## src/inc/adcc_pkg.sv

```systemverilog
// Purpose: constants and types for the converter control block
// Assumes: registers are 8 bits wide, one per aligned 32-bit word
// Notes: analog core sits outside; this block only steers and sequences it
// How it works
// - internal source disconnects all external channels
// - format bit arranges result across two bytes
// - reference select; amp settings only when chosen
// - interrupt needs global and conversion enable
// - start bit low-high-low begins conversion
// - busy high during conversion, result then readable
// - power enable low switches converter off
// - results twelve bits, full scale all ones
// - one step is reference over 4096
// - control1 value 03h: divide by eight, external
// - control0 value 20h: power on, channel zero
// - control2 value 00h: supply as reference
// - four sample plus twelve convert clocks
// - divider field selects divide by 1..128
// - source codes 1..3, 5..7 and 8..11 are internal
// - end of conversion sets request flag always
package adcc_pkg;
    // register byte offsets
    localparam logic [7:0] OFF_CTRL0 = 8'h00;
    localparam logic [7:0] OFF_CTRL1 = 8'h04;
    localparam logic [7:0] OFF_CTRL2 = 8'h08;
    localparam logic [7:0] OFF_RES_HI = 8'h0c;
    localparam logic [7:0] OFF_RES_LO = 8'h10;
    localparam logic [7:0] OFF_IRQ_CTRL = 8'h14;
    localparam logic [7:0] OFF_IRQ_STAT = 8'h18;
    // field positions
    localparam int CTRL0_CH_LSB = 0;
    localparam int CTRL0_FMT = 4;
    localparam int CTRL0_PWR = 5;
    localparam int CTRL0_BUSY = 6;
    localparam int CTRL0_START = 7;
    localparam int CTRL1_DIV_LSB = 0;
    localparam int CTRL1_SRC_LSB = 4;
    localparam int CTRL2_REF_LSB = 0;
    localparam int CTRL2_AMPIN_LSB = 4;
    localparam int CTRL2_GAIN_LSB = 6;
    localparam int IRQ_CONV_EN = 0;
    localparam int IRQ_GLOBAL_EN = 1;
    localparam int STAT_CONV_FLAG = 0;
    // reset values
    localparam logic [7:0] RST_CTRL0 = 8'h00;
    localparam logic [7:0] RST_CTRL1 = 8'h00;
    localparam logic [7:0] RST_CTRL2 = 8'h00;
    localparam logic [7:0] RST_IRQ = 8'h00;
    // reference code that picks the amplifier output
    localparam logic [1:0] REF_AMP = 2'h1;
    // conversion phase lengths in conversion clocks
    localparam logic [3:0] SAMPLE_TICKS = 4'h4;
    localparam logic [4:0] TOTAL_TICKS = 5'h10;
    localparam int RES_BITS = 12;
    // sequencer states, one-hot
    typedef enum logic [2:0] {
        ADCC_IDLE = 3'b001,
        ADCC_SAMPLE = 3'b010,
        ADCC_CONVERT = 3'b100
    } adcc_state_t;
    // steering towards the analog core
    typedef struct packed {
        logic power_on;
        logic ext_connect;
        logic [3:0] ext_channel_sel;
        logic [3:0] input_source_sel;
        logic [1:0] ref_source_sel;
        logic [1:0] amp_input_sel;
        logic [1:0] amp_gain_sel;
        logic sample;
        logic conv_clk_tick;
    } adcc_analog_t;
endpackage : adcc_pkg

```

## src/logic/adcc_top.sv

```systemverilog
// Purpose: register file and sequencer for the successive-conversion ADC
// Assumes: AXI4-Lite slave, 8-bit registers in the low byte lane
// Notes: analog result arrives from the core and is synchronised here
`timescale 1ns/1ps
module adcc_top import adcc_pkg::*; #(
    parameter int DIV_BITS = 7
) (
    // clock and reset
    input wire logic mclk,
    input wire logic arst_n,
    // axi4-lite write address and data
    input wire logic [7:0] s_axi_awaddr,
    input wire logic s_axi_awvalid,
    output logic s_axi_awready,
    input wire logic [31:0] s_axi_wdata,
    input wire logic [3:0] s_axi_wstrb,
    input wire logic s_axi_wvalid,
    output logic s_axi_wready,
    // axi4-lite write response
    output logic [1:0] s_axi_bresp,
    output logic s_axi_bvalid,
    input wire logic s_axi_bready,
    // axi4-lite read
    input wire logic [7:0] s_axi_araddr,
    input wire logic s_axi_arvalid,
    output logic s_axi_arready,
    output logic [31:0] s_axi_rdata,
    output logic [1:0] s_axi_rresp,
    output logic s_axi_rvalid,
    input wire logic s_axi_rready,
    // analog core
    input wire logic [RES_BITS-1:0] core_code,
    output adcc_analog_t analog,
    // interrupt
    output logic irq
);
    // software registers
    logic [7:0] ctrl0; // channel, format, power, start
    logic [7:0] ctrl1; // divider, input source
    logic [7:0] ctrl2; // reference and amplifier
    logic [7:0] irq_ctrl; // enables
    logic conv_flag; // sticky end-of-conversion
    logic [7:0] res_hi; // result high byte
    logic [7:0] res_lo; // result low byte
    logic busy; // conversion running
    // bus bookkeeping
    logic aw_held, w_held;
    logic [7:0] wr_addr;
    logic [7:0] wr_data;
    logic wr_lane0;
    logic do_wr;
    logic wr_hit;
    logic [7:0] rd_val;
    logic rd_hit;
    // sequencer
    adcc_state_t state;
    logic [DIV_BITS-1:0] div_cnt;
    logic [DIV_BITS-1:0] div_last;
    logic tick;
    logic [4:0] tick_cnt;
    logic start_q; // start bit one cycle ago
    logic start_go, start_rise;
    logic finish;
    logic [RES_BITS-1:0] code_s1, code_s2;
    logic internal_src;

    // write channels taken independently, held until both are present
    assign s_axi_awready = !aw_held && !s_axi_bvalid;
    assign s_axi_wready = !w_held && !s_axi_bvalid;
    assign do_wr = aw_held && w_held && !s_axi_bvalid;

    // capture write address
    always_ff @(posedge mclk or negedge arst_n) begin
        if (!arst_n) begin
            aw_held <= 1'b0;
            wr_addr <= 8'h00;
        end else if (s_axi_awvalid && s_axi_awready) begin
            aw_held <= 1'b1;
            wr_addr <= s_axi_awaddr;
        end else if (do_wr) begin
            aw_held <= 1'b0;
        end
    end

    // capture write data; only the low lane carries register bits
    always_ff @(posedge mclk or negedge arst_n) begin
        if (!arst_n) begin
            w_held <= 1'b0;
            wr_data <= 8'h00;
            wr_lane0 <= 1'b0;
        end else if (s_axi_wvalid && s_axi_wready) begin
            w_held <= 1'b1;
            wr_data <= s_axi_wdata[7:0];
            wr_lane0 <= s_axi_wstrb[0];
        end else if (do_wr) begin
            w_held <= 1'b0;
        end
    end

    // decode of the write target
    always_comb begin
        case (wr_addr)
            OFF_CTRL0, OFF_CTRL1, OFF_CTRL2,
            OFF_RES_HI, OFF_RES_LO,
            OFF_IRQ_CTRL, OFF_IRQ_STAT: wr_hit = 1'b1;
            default: wr_hit = 1'b0;
        endcase
    end

    // write response, slverr for unmapped offsets
    always_ff @(posedge mclk or negedge arst_n) begin
        if (!arst_n) begin
            s_axi_bvalid <= 1'b0;
            s_axi_bresp <= 2'b00;
        end else if (do_wr) begin
            s_axi_bvalid <= 1'b1;
            s_axi_bresp <= wr_hit ? 2'b00 : 2'b10;
        end else if (s_axi_bready) begin
            s_axi_bvalid <= 1'b0;
        end
    end

    // control registers; result bytes are read-only and ignore writes
    always_ff @(posedge mclk or negedge arst_n) begin
        if (!arst_n) begin
            ctrl0 <= RST_CTRL0;
            ctrl1 <= RST_CTRL1;
            ctrl2 <= RST_CTRL2;
            irq_ctrl <= RST_IRQ;
        end else if (do_wr && wr_lane0) begin
            case (wr_addr)
                OFF_CTRL0: ctrl0 <= wr_data;
                OFF_CTRL1: ctrl1 <= wr_data;
                OFF_CTRL2: ctrl2 <= wr_data;
                OFF_IRQ_CTRL: irq_ctrl <= wr_data;
                default: ;
            endcase
        end
    end

    // read data mux; busy is live state, upper bits read zero
    always_comb begin
        rd_hit = 1'b1;
        case (s_axi_araddr)
            OFF_CTRL0: rd_val = {ctrl0[7], busy, ctrl0[5:0]};
            OFF_CTRL1: rd_val = ctrl1;
            OFF_CTRL2: rd_val = ctrl2;
            OFF_RES_HI: rd_val = res_hi;
            OFF_RES_LO: rd_val = res_lo;
            OFF_IRQ_CTRL: rd_val = irq_ctrl;
            OFF_IRQ_STAT: rd_val = {7'h00, conv_flag};
            default: begin
                rd_val = 8'h00;
                rd_hit = 1'b0;
            end
        endcase
    end

    // read channel: one read in flight, answered the next cycle
    assign s_axi_arready = !s_axi_rvalid;
    always_ff @(posedge mclk or negedge arst_n) begin
        if (!arst_n) begin
            s_axi_rvalid <= 1'b0;
            s_axi_rdata <= 32'h0000_0000;
            s_axi_rresp <= 2'b00;
        end else if (s_axi_arvalid && s_axi_arready) begin
            s_axi_rvalid <= 1'b1;
            s_axi_rdata <= {24'h00_0000, rd_val};
            s_axi_rresp <= rd_hit ? 2'b00 : 2'b10;
        end else if (s_axi_rready) begin
            s_axi_rvalid <= 1'b0;
        end
    end

    // start bit history for the low-high-low pulse
    always_ff @(posedge mclk or negedge arst_n) begin
        if (!arst_n) begin
            start_q <= 1'b0;
        end else begin
            start_q <= ctrl0[CTRL0_START];
        end
    end
    // rising edge resets the converter, falling edge launches it
    assign start_rise = ctrl0[CTRL0_START] && !start_q;
    assign start_go = !ctrl0[CTRL0_START] && start_q;

    // prescaler: terminal count is 2^div - 1, so code 000 ticks every clock
    assign div_last = DIV_BITS'((1 << ctrl1[CTRL1_DIV_LSB +: 3]) - 1);
    assign tick = (div_cnt == div_last);
    always_ff @(posedge mclk or negedge arst_n) begin
        if (!arst_n) begin
            div_cnt <= '0;
        end else if (state == ADCC_IDLE || tick) begin
            div_cnt <= '0; // phase aligned to the start of each conversion
        end else begin
            div_cnt <= div_cnt + 1'b1;
        end
    end

    // last conversion clock of the sixteen
    assign finish = (state == ADCC_CONVERT) && tick &&
                    (tick_cnt == TOTAL_TICKS - 5'h01);

    // sequencer: sample for four ticks, convert for twelve
    always_ff @(posedge mclk or negedge arst_n) begin
        if (!arst_n) begin
            state <= ADCC_IDLE;
            tick_cnt <= 5'h00;
        end else if (!ctrl0[CTRL0_PWR] || start_rise) begin
            state <= ADCC_IDLE;
            tick_cnt <= 5'h00;
        end else begin
            case (state)
                ADCC_IDLE: begin
                    tick_cnt <= 5'h00;
                    if (start_go) begin
                        state <= ADCC_SAMPLE;
                    end
                end
                ADCC_SAMPLE: begin
                    if (tick) begin
                        tick_cnt <= tick_cnt + 5'h01;
                        if (tick_cnt == {1'b0, SAMPLE_TICKS} - 5'h01) begin
                            state <= ADCC_CONVERT;
                        end
                    end
                end
                ADCC_CONVERT: begin
                    if (finish) begin
                        state <= ADCC_IDLE;
                        tick_cnt <= 5'h00;
                    end else if (tick) begin
                        tick_cnt <= tick_cnt + 5'h01;
                    end
                end
                default: begin
                    state <= ADCC_IDLE;
                    tick_cnt <= 5'h00;
                end
            endcase
        end
    end
    assign busy = (state != ADCC_IDLE);

    // code from the analog core passes two flops
    always_ff @(posedge mclk or negedge arst_n) begin
        if (!arst_n) begin
            code_s1 <= '0;
            code_s2 <= '0;
        end else begin
            code_s1 <= core_code;
            code_s2 <= code_s1;
        end
    end

    // result bytes only change when a conversion completes
    always_ff @(posedge mclk or negedge arst_n) begin
        if (!arst_n) begin
            res_hi <= 8'h00;
            res_lo <= 8'h00;
        end else if (finish) begin
            if (ctrl0[CTRL0_FMT]) begin
                res_hi <= {4'h0, code_s2[11:8]};
                res_lo <= code_s2[7:0];
            end else begin
                res_hi <= code_s2[11:4];
                res_lo <= {code_s2[3:0], 4'h0};
            end
        end
    end

    // sticky flag: set wins over a write-one clear in the same cycle
    always_ff @(posedge mclk or negedge arst_n) begin
        if (!arst_n) begin
            conv_flag <= 1'b0;
        end else if (finish) begin
            conv_flag <= 1'b1;
        end else if (do_wr && wr_lane0 && wr_addr == OFF_IRQ_STAT &&
                     wr_data[STAT_CONV_FLAG]) begin
            conv_flag <= 1'b0;
        end
    end

    // level interrupt gated by both enables
    assign irq = conv_flag && irq_ctrl[IRQ_CONV_EN] &&
                 irq_ctrl[IRQ_GLOBAL_EN];

    // source codes 0001..0011 and 0101..0111, 10xx are internal
    assign internal_src = (ctrl1[CTRL1_SRC_LSB+2 +: 2] == 2'b10) ||
                          (!ctrl1[CTRL1_SRC_LSB+3]
                           && ctrl1[CTRL1_SRC_LSB +: 2] != 2'b00);

    // analog steering; a step is reference/4096 in the core itself
    always_comb begin
        analog.power_on = ctrl0[CTRL0_PWR];
        analog.ext_connect = ctrl0[CTRL0_PWR] && !internal_src;
        analog.ext_channel_sel = ctrl0[CTRL0_CH_LSB +: 4];
        analog.input_source_sel = ctrl1[CTRL1_SRC_LSB +: 4];
        analog.ref_source_sel = ctrl2[CTRL2_REF_LSB +: 2];
        // amplifier settings take effect only when it is the reference
        if (ctrl2[CTRL2_REF_LSB +: 2] == REF_AMP) begin
            analog.amp_input_sel = ctrl2[CTRL2_AMPIN_LSB +: 2];
            analog.amp_gain_sel = ctrl2[CTRL2_GAIN_LSB +: 2];
        end else begin
            analog.amp_input_sel = 2'h0;
            analog.amp_gain_sel = 2'h0;
        end
        analog.sample = (state == ADCC_SAMPLE);
        analog.conv_clk_tick = busy && tick;
    end
endmodule : adcc_top

```

## config.mk

```make
export PLATFORM = sky130hd
export DESIGN_NAME = adcc_top
export DESIGN_NICKNAME = d
export VERILOG_FILES = /design/src/inc/adcc_pkg.sv /design/src/logic/adcc_top.sv
export SDC_FILE = /design/constraint.sdc
export NUM_CORES = 1
export LEC_CHECK = 0
export BUFFER_PORTS_ARGS = -buffer_cell sky130_fd_sc_hd__buf_2
export CAP_MARGIN = 20
export CORE_UTILIZATION = 54
export DETAILED_ROUTE_END_ITERATION = 8
export GPL_TIMING_DRIVEN = 0
export PLACE_DENSITY = 0.79
export SETUP_SLACK_MARGIN = 0.02
export SYNTH_ARGS = -nofsm -noshare
export SYNTH_HDL_FRONTEND = slang
export SYNTH_SLANG_ARGS = --single-unit
```

## constraint.sdc

```tcl
create_clock -name mclk -period 2.9 [get_ports mclk]
set_input_delay 0.145 -clock mclk [delete_from_list [all_inputs] [get_ports mclk]]
set_output_delay 0.145 -clock mclk [all_outputs]
set_load 0.01 [all_outputs]
```

==> impl_metrics.yaml, run 1 <==
status:
  status: "complete, no violations"
floorplanning:
  ios: 131
  die_w_microns: 103
  core_area_sq_mm: 0.00977
  initial_core_util_pct: 55.8
  num_rows: 36
  die_area_sq_mm: 0.0105
  die_height_microns: 103
clock_tree:
  htreeDepth: 4
  cts_buffers: 17
  clockBufferDepth: 2
  cts_root_buffer: "clkbuf_8"
  cts.sinks: 119
  cts_tree: "done"
  cts_setup_buffers: 0
  clkTransAtPathRegs_ns: 0.06
  clk_latency_ns: 0.53
cells_and_area:
  fillers: 671
  fin_cells: 749
  multi_input_area_sq_mm: 0.00221
  seqCellArea_sq_mm: 0.00298
  syn_to_final_growth_pct: 29.2
  layout-drive-gt1-share_pct: 38.3
  num-nets-final: 677
  final_util_pct: 72.2
  top_regs: "code_s1 (12), code_s2 (12)"
  n_antenna_cell: 0
global_route:
  grt.overflow.total: 0
  grt_pass1_wl_mm: 19.8
  grt_usage_pct: 26.0
  antenna_found_initial: 0
  grt_max_degree: 81
  grt_pass1_vias: 3948
sta:
  tightest_slew_ns: 0.652
  rsz0062_at_grt: "false"
  setup_viol: 0
  hold_violations: 0
  totalNegativeSetupSlack_ns: 0
  slew_viol_final: 0
  fin_crit_sh_pct: 91.3
  fmax_mhz: 377
  relSlewSlack_pct: 56.2
  post-route-min-period_ns: 2.65
  skew_ns: 0.00934
logic_synthesis:
  seq_area_frac_synth_pct: 54.6
  yosys_warnings: 0
  synthArstFlopShare_pct: 100
  synthTopCellsByArea: "dfrtp_1 54%, mux2_2 14%, buf_4 5.1%"
  synth_common_cells: "118 x dfrtp_1, 70 x mux2_2, 37 x buf_4"
  syn_area_sq_mm: 0.00546
  synth_area_leader_cell: "dfrtp_1"
  yosysMostFrequentCell: "dfrtp_1"
  syn_inst: 449
  ys_types: 53
  synth_top_area_share_pct: 54.1
  synth.avg_cell_area_sq_um: 12.2
  synth_edf_count: 0
  yosys_most_used_dff: "dfrtp_1"
  ys_seq_elements: 119
pwr:
  powerDensity_mw_per_mm2: 707
  total_power_mw: 4.99
  power.leakage_nw: 3.50
  ir_worst_vdd_mv: 0.489
placed_design:
  place_congestion: 0.940
  post-place-cells: 684
  io_buffers: 76
  dpl.hpwl_mm: 8.26
worst_setup_path:
  path_buf_inv: 2
  end_kind: "primary output"
  critical-path-top-delay-family: "compound AO/OA/AOI/OAI gates"
  path_cells: "clkbuf_1 -> nand4_1 -> and4_4 -> a211oi_2 -> o21ai_2 -> nor2_1 -> buf_2"
  arrival_ns: 2.50
  required_ns: 2.76
  cp_max_fo: 10
  cp_slowest_stage_delay_ns: 0.41
  path_class: "reg2out"
  cpMaxStageDelayCell: "a211oi_2"
  critPathLaunchType: "register"
worst_hold_path:
  hold_path.class: "in2reg"
route:
  routedWlPerCell_microns: 16.6
  antenna_left: 0
  avgViaCountPerCell: 5.40
  drt_wl_total_mm: 12.4
  via_count: 4045
  drcViolationCount: 0
  first_pass_iters: 4
  drt_iter0_drc: 296
run:
  drv_cap: 0
-- through the flow --
stage | hold WS, ns | instance area (sq um) | setup slack, ns
finish | 0.0916 | 7050 | 0.251
global route | 0.0987 | 7050 | 0.0729
detailed placement | 0.0773 | 6130 | 0.454
global placement | 0.252 | 6100 | 0.303
CTS | 0.0870 | 7050 | 0.184
floorplan | -0.151 | 5550 | 0.842
-- routing by layer --
layer / vias to the layer above / routed length, microns / GRT usage, % / part of all wire [%]
met5: - / 0 / 0 / 0
li1: 1854 / - / - / -
met1: 1992 / 5090 / 31.5 / 41
met2: 162 / 6250 / 42.4 / 50
met3: 37 / 671 / 7.80 / 5.4
met4: 0 / 398 / 13.5 / 3.2
-- worst paths after layout --
kind	from	endpoint	slack [ns]	cells after the start
worst max-delay path	ctrl1[2]	analog[0]	0.25	7
worst min register to register	code_s1[7]	code_s2[7]	0.35	0
worst min-delay path	s_axi_arvalid	s_axi_rdata[1]	0.09	4
min in group asynchronous	arst_n	tick_cnt[2]	0.10	2
worst max register to register	ctrl1[2]	tick_cnt[0]	0.49	7
max in group asynchronous	arst_n	state[0]	2.11	3
-- layout by cell type, fill, tap and decap left out, types with 16 or more instances in the layout --
cell             n
dfrtp_1        118
buf_2           78
mux2_2          70
buf_4           37
dlygate4sd3_1   32
nand2_1         28
conb_1          26
nor2_1          23
o21ai_0         17
clkbuf_16       16
-- report_power, final --
group,switching (mW),total [mW],internal [mW]
Sequential,0.220,2.10,1.88
Combinational,0.385,0.802,0.417
Clock,0.774,2.08,1.31
Total,1.38,4.99,3.61
-- logic make-up after synthesis --
logic type	count (synthesis)	share of synthesized area, %
muxes	83	17.6
xor gates and xnor gates	8	1.28
buffers and inverters	58	6.72
other	1	0.0687
DFF	119	54.6
and+or+nand+nor	114	11.0
AOI/OAI and AO/OA	63	8.07
adders and majority gates	3	0.688
-- tightest hold or removal path: stages --
cell and delay, ns:
buf_2 0.10, nand2_1 0.08, a311oi_1 0.07, a22o_1 0.17
-- what timing repair did --
action | 4_1_cts | 5_1_grt
endpoints found under the hold margin | 149 | 0
hold buffers | 32 | 0
resized for setup | 0 | 2
endpoints found under the setup margin | 0 | 1
-- final cells by class --
type,count,share of cell area (%)
tap,133,2.36
timing repair buffer,110,10.5
sequential,119,42.2
clock buffer,17,5.87
multi-input combinational,297,31.3
clock inverter,15,2.54
inverter,6,0.319
buffer,52,4.90
Power figures use the tool's default switching activity.
==> run 2, diff against run 1 <==
CORE_ASPECT_RATIO = 0.9   (was unset)
CORE_UTILIZATION = 55   (was 54)
PLACE_DENSITY = 0.81   (was 0.79)
clock period = 3.45 ns   (was 2.9 ns; I/O delays follow)
==> impl_metrics.yaml, run 2 (same netlist as run 1, synthesis figures left out) <==
cells_and_area:
  n_antenna_cell: 0
  top_regs: "code_s1 (12), code_s2 (12)"
  fillers: 624
  mostFrequentLayoutCells: "118 x dfrtp_1, 77 x buf_2, 70 x mux2_2, 38 x buf_4, 32 x dlygate4sd3_1"
  num-nets-final: 676
  layout_commonest_cell: "dfrtp_1"
  final_cell_area_sq_mm: 0.00705
  final_util_pct: 73.0
  fin_cells: 741
  layout-drive-gt1-share_pct: 38.0
  syn_to_final_growth_pct: 29.1
worst_setup_path:
  critPathLaunchType: "register"
  cp_slowest_stage_delay_ns: 0.40
  path_class: "reg2out"
  end_kind: "primary output"
  arrival_ns: 2.53
  ff2ff_path_depth: 7
  path_cells: "clkbuf_1 -> nand4_1 -> and4_4 -> a211oi_2 -> o21ai_2 -> nor2_1 -> buf_2"
  required_ns: 3.28
  cp_max_fo: 10
  cpMaxStageDelayCell: "a211oi_2"
route:
  drt_wl_total_mm: 12.4
  via_count: 4002
  drt_iter0_drc: 194
  antenna_left: 0
  routedWlPerCell_microns: 16.8
  avgViaCountPerCell: 5.40
  drcViolationCount: 0
  first_pass_iters: 5
pwr:
  ir_worst_vdd_mv: 0.501
  power.leakage_nw: 3.50
  powerDensity_mw_per_mm2: 603
  p_sw_share_pct: 28.3
  p_sw_mw: 1.20
  total_power_mw: 4.25
  power_frac_seq_pct: 41.5
  p_clk_share_pct: 42.6
  pwr-share-comb_pct: 15.9
  intPower_mw: 3.05
clock_tree:
  cts.sinks: 119
  clkTransAtPathRegs_ns: 0.06
  cts_tree: "done"
  htreeDepth: 4
  clk_latency_ns: 0.52
  cts_buffers: 17
  cts_setup_buffers: 0
  cts_root_buffer: "clkbuf_8"
  clockBufferDepth: 2
floorplanning:
  core_area_sq_mm: 0.00966
  die_height_microns: 96.5
  ios: 131
  die_area_sq_mm: 0.0103
  die_w_microns: 107
  initial_core_util_pct: 56.5
  num_rows: 34
sta:
  setup_viol: 0
  setup_slack_ns: 0.744
  slew_viol_final: 0
  post-route-min-period_ns: 2.71
  fmax_mhz: 370
  tightest_slew_ns: 1.03
  totalNegativeSetupSlack_ns: 0
  whs_ns: 0.169
  skew_ns: 0.00719
  rsz0062_at_grt: "false"
  hold_violations: 0
  relSlewSlack_pct: 30.6
  fin_crit_sh_pct: 78.4
global_route:
  grt_max_degree: 69
  grt.overflow.total: 0
  grt_pass1_wl_mm: 20.3
  grt_usage_pct: 26.5
  antenna_found_initial: 0
  grt_pass1_vias: 4118
status:
  status: "complete, no violations"
placed_design:
  place_ws_ns: 1.07
  place_area_sq_mm: 0.00612
  place_congestion: 0.908
  io_buffers: 76
  post-place-cells: 677
  dpl.hpwl_mm: 8.26
worst_hold_path:
  holdPathStages: 5
  hold_path.class: "in2reg"
run:
  drv_cap: 0
## run 2: power groups by stage
stage	clock [mW]	combinational, mW	sequential (mW)
after detailed placement	0	0.637	1.78
final	1.81	0.676	1.76
after global placement	0	0.604	1.77
after CTS	1.82	0.671	1.76
after global routing	1.89	0.748	1.79
after floorplan	0	0.460	1.72
## run 2: worst paths after layout
path | to | startpoint | slack, ns
max in group asynchronous | ctrl2[2] | arst_n | 2.37
worst max register to register | tick_cnt[2] | ctrl1[1] | 1.06
worst max-delay path | analog[0] | ctrl1[1] | 0.74
worst min-delay path | s_axi_rresp[1] | s_axi_araddr[5] | 0.17
min in group asynchronous | s_axi_rvalid | arst_n | 0.34
worst min register to register | code_s2[7] | code_s1[7] | 0.35
## run 2: layout make-up
class | count | area, sq um | share of cell area, %
repair buffers | 109 | 731 | 10.4
flip-flops and latches | 119 | 2980 | 42.3
clock inverters | 15 | 194 | 2.75
plain buffers | 52 | 344 | 4.88
clock buffers | 17 | 414 | 5.88
inverters | 6 | 22.5 | 0.319
multi-input cells | 297 | 2210 | 31.3
well taps | 126 | 158 | 2.24
## run 2: layer usage
layer  vias to the layer above  part of all wire [%]  global-route usage (%)
li1                       1849                     -                       -
met1                      1946                    41                    33.0
met2                       178                    50                    44.2
met3                        29                   6.3                    6.91
met4                         0                   2.5                    11.8
met5                         -                     0                       0
## run 2: critical path: cells and delay by family, from the launching register on
kind / cells / cell delay [ns]
AOI/OAI and AO/OA: 2 / 0.64
buffers and inverters: 2 / 0.48
and+or+nand+nor: 3 / 0.50
DFF: 1 / 0.38
## run 2: repair_timing
action | CTS | global route
endpoints found under the hold margin | 97 | 0
hold buffers | 32 | 0
gates resized for setup | 0 | 0
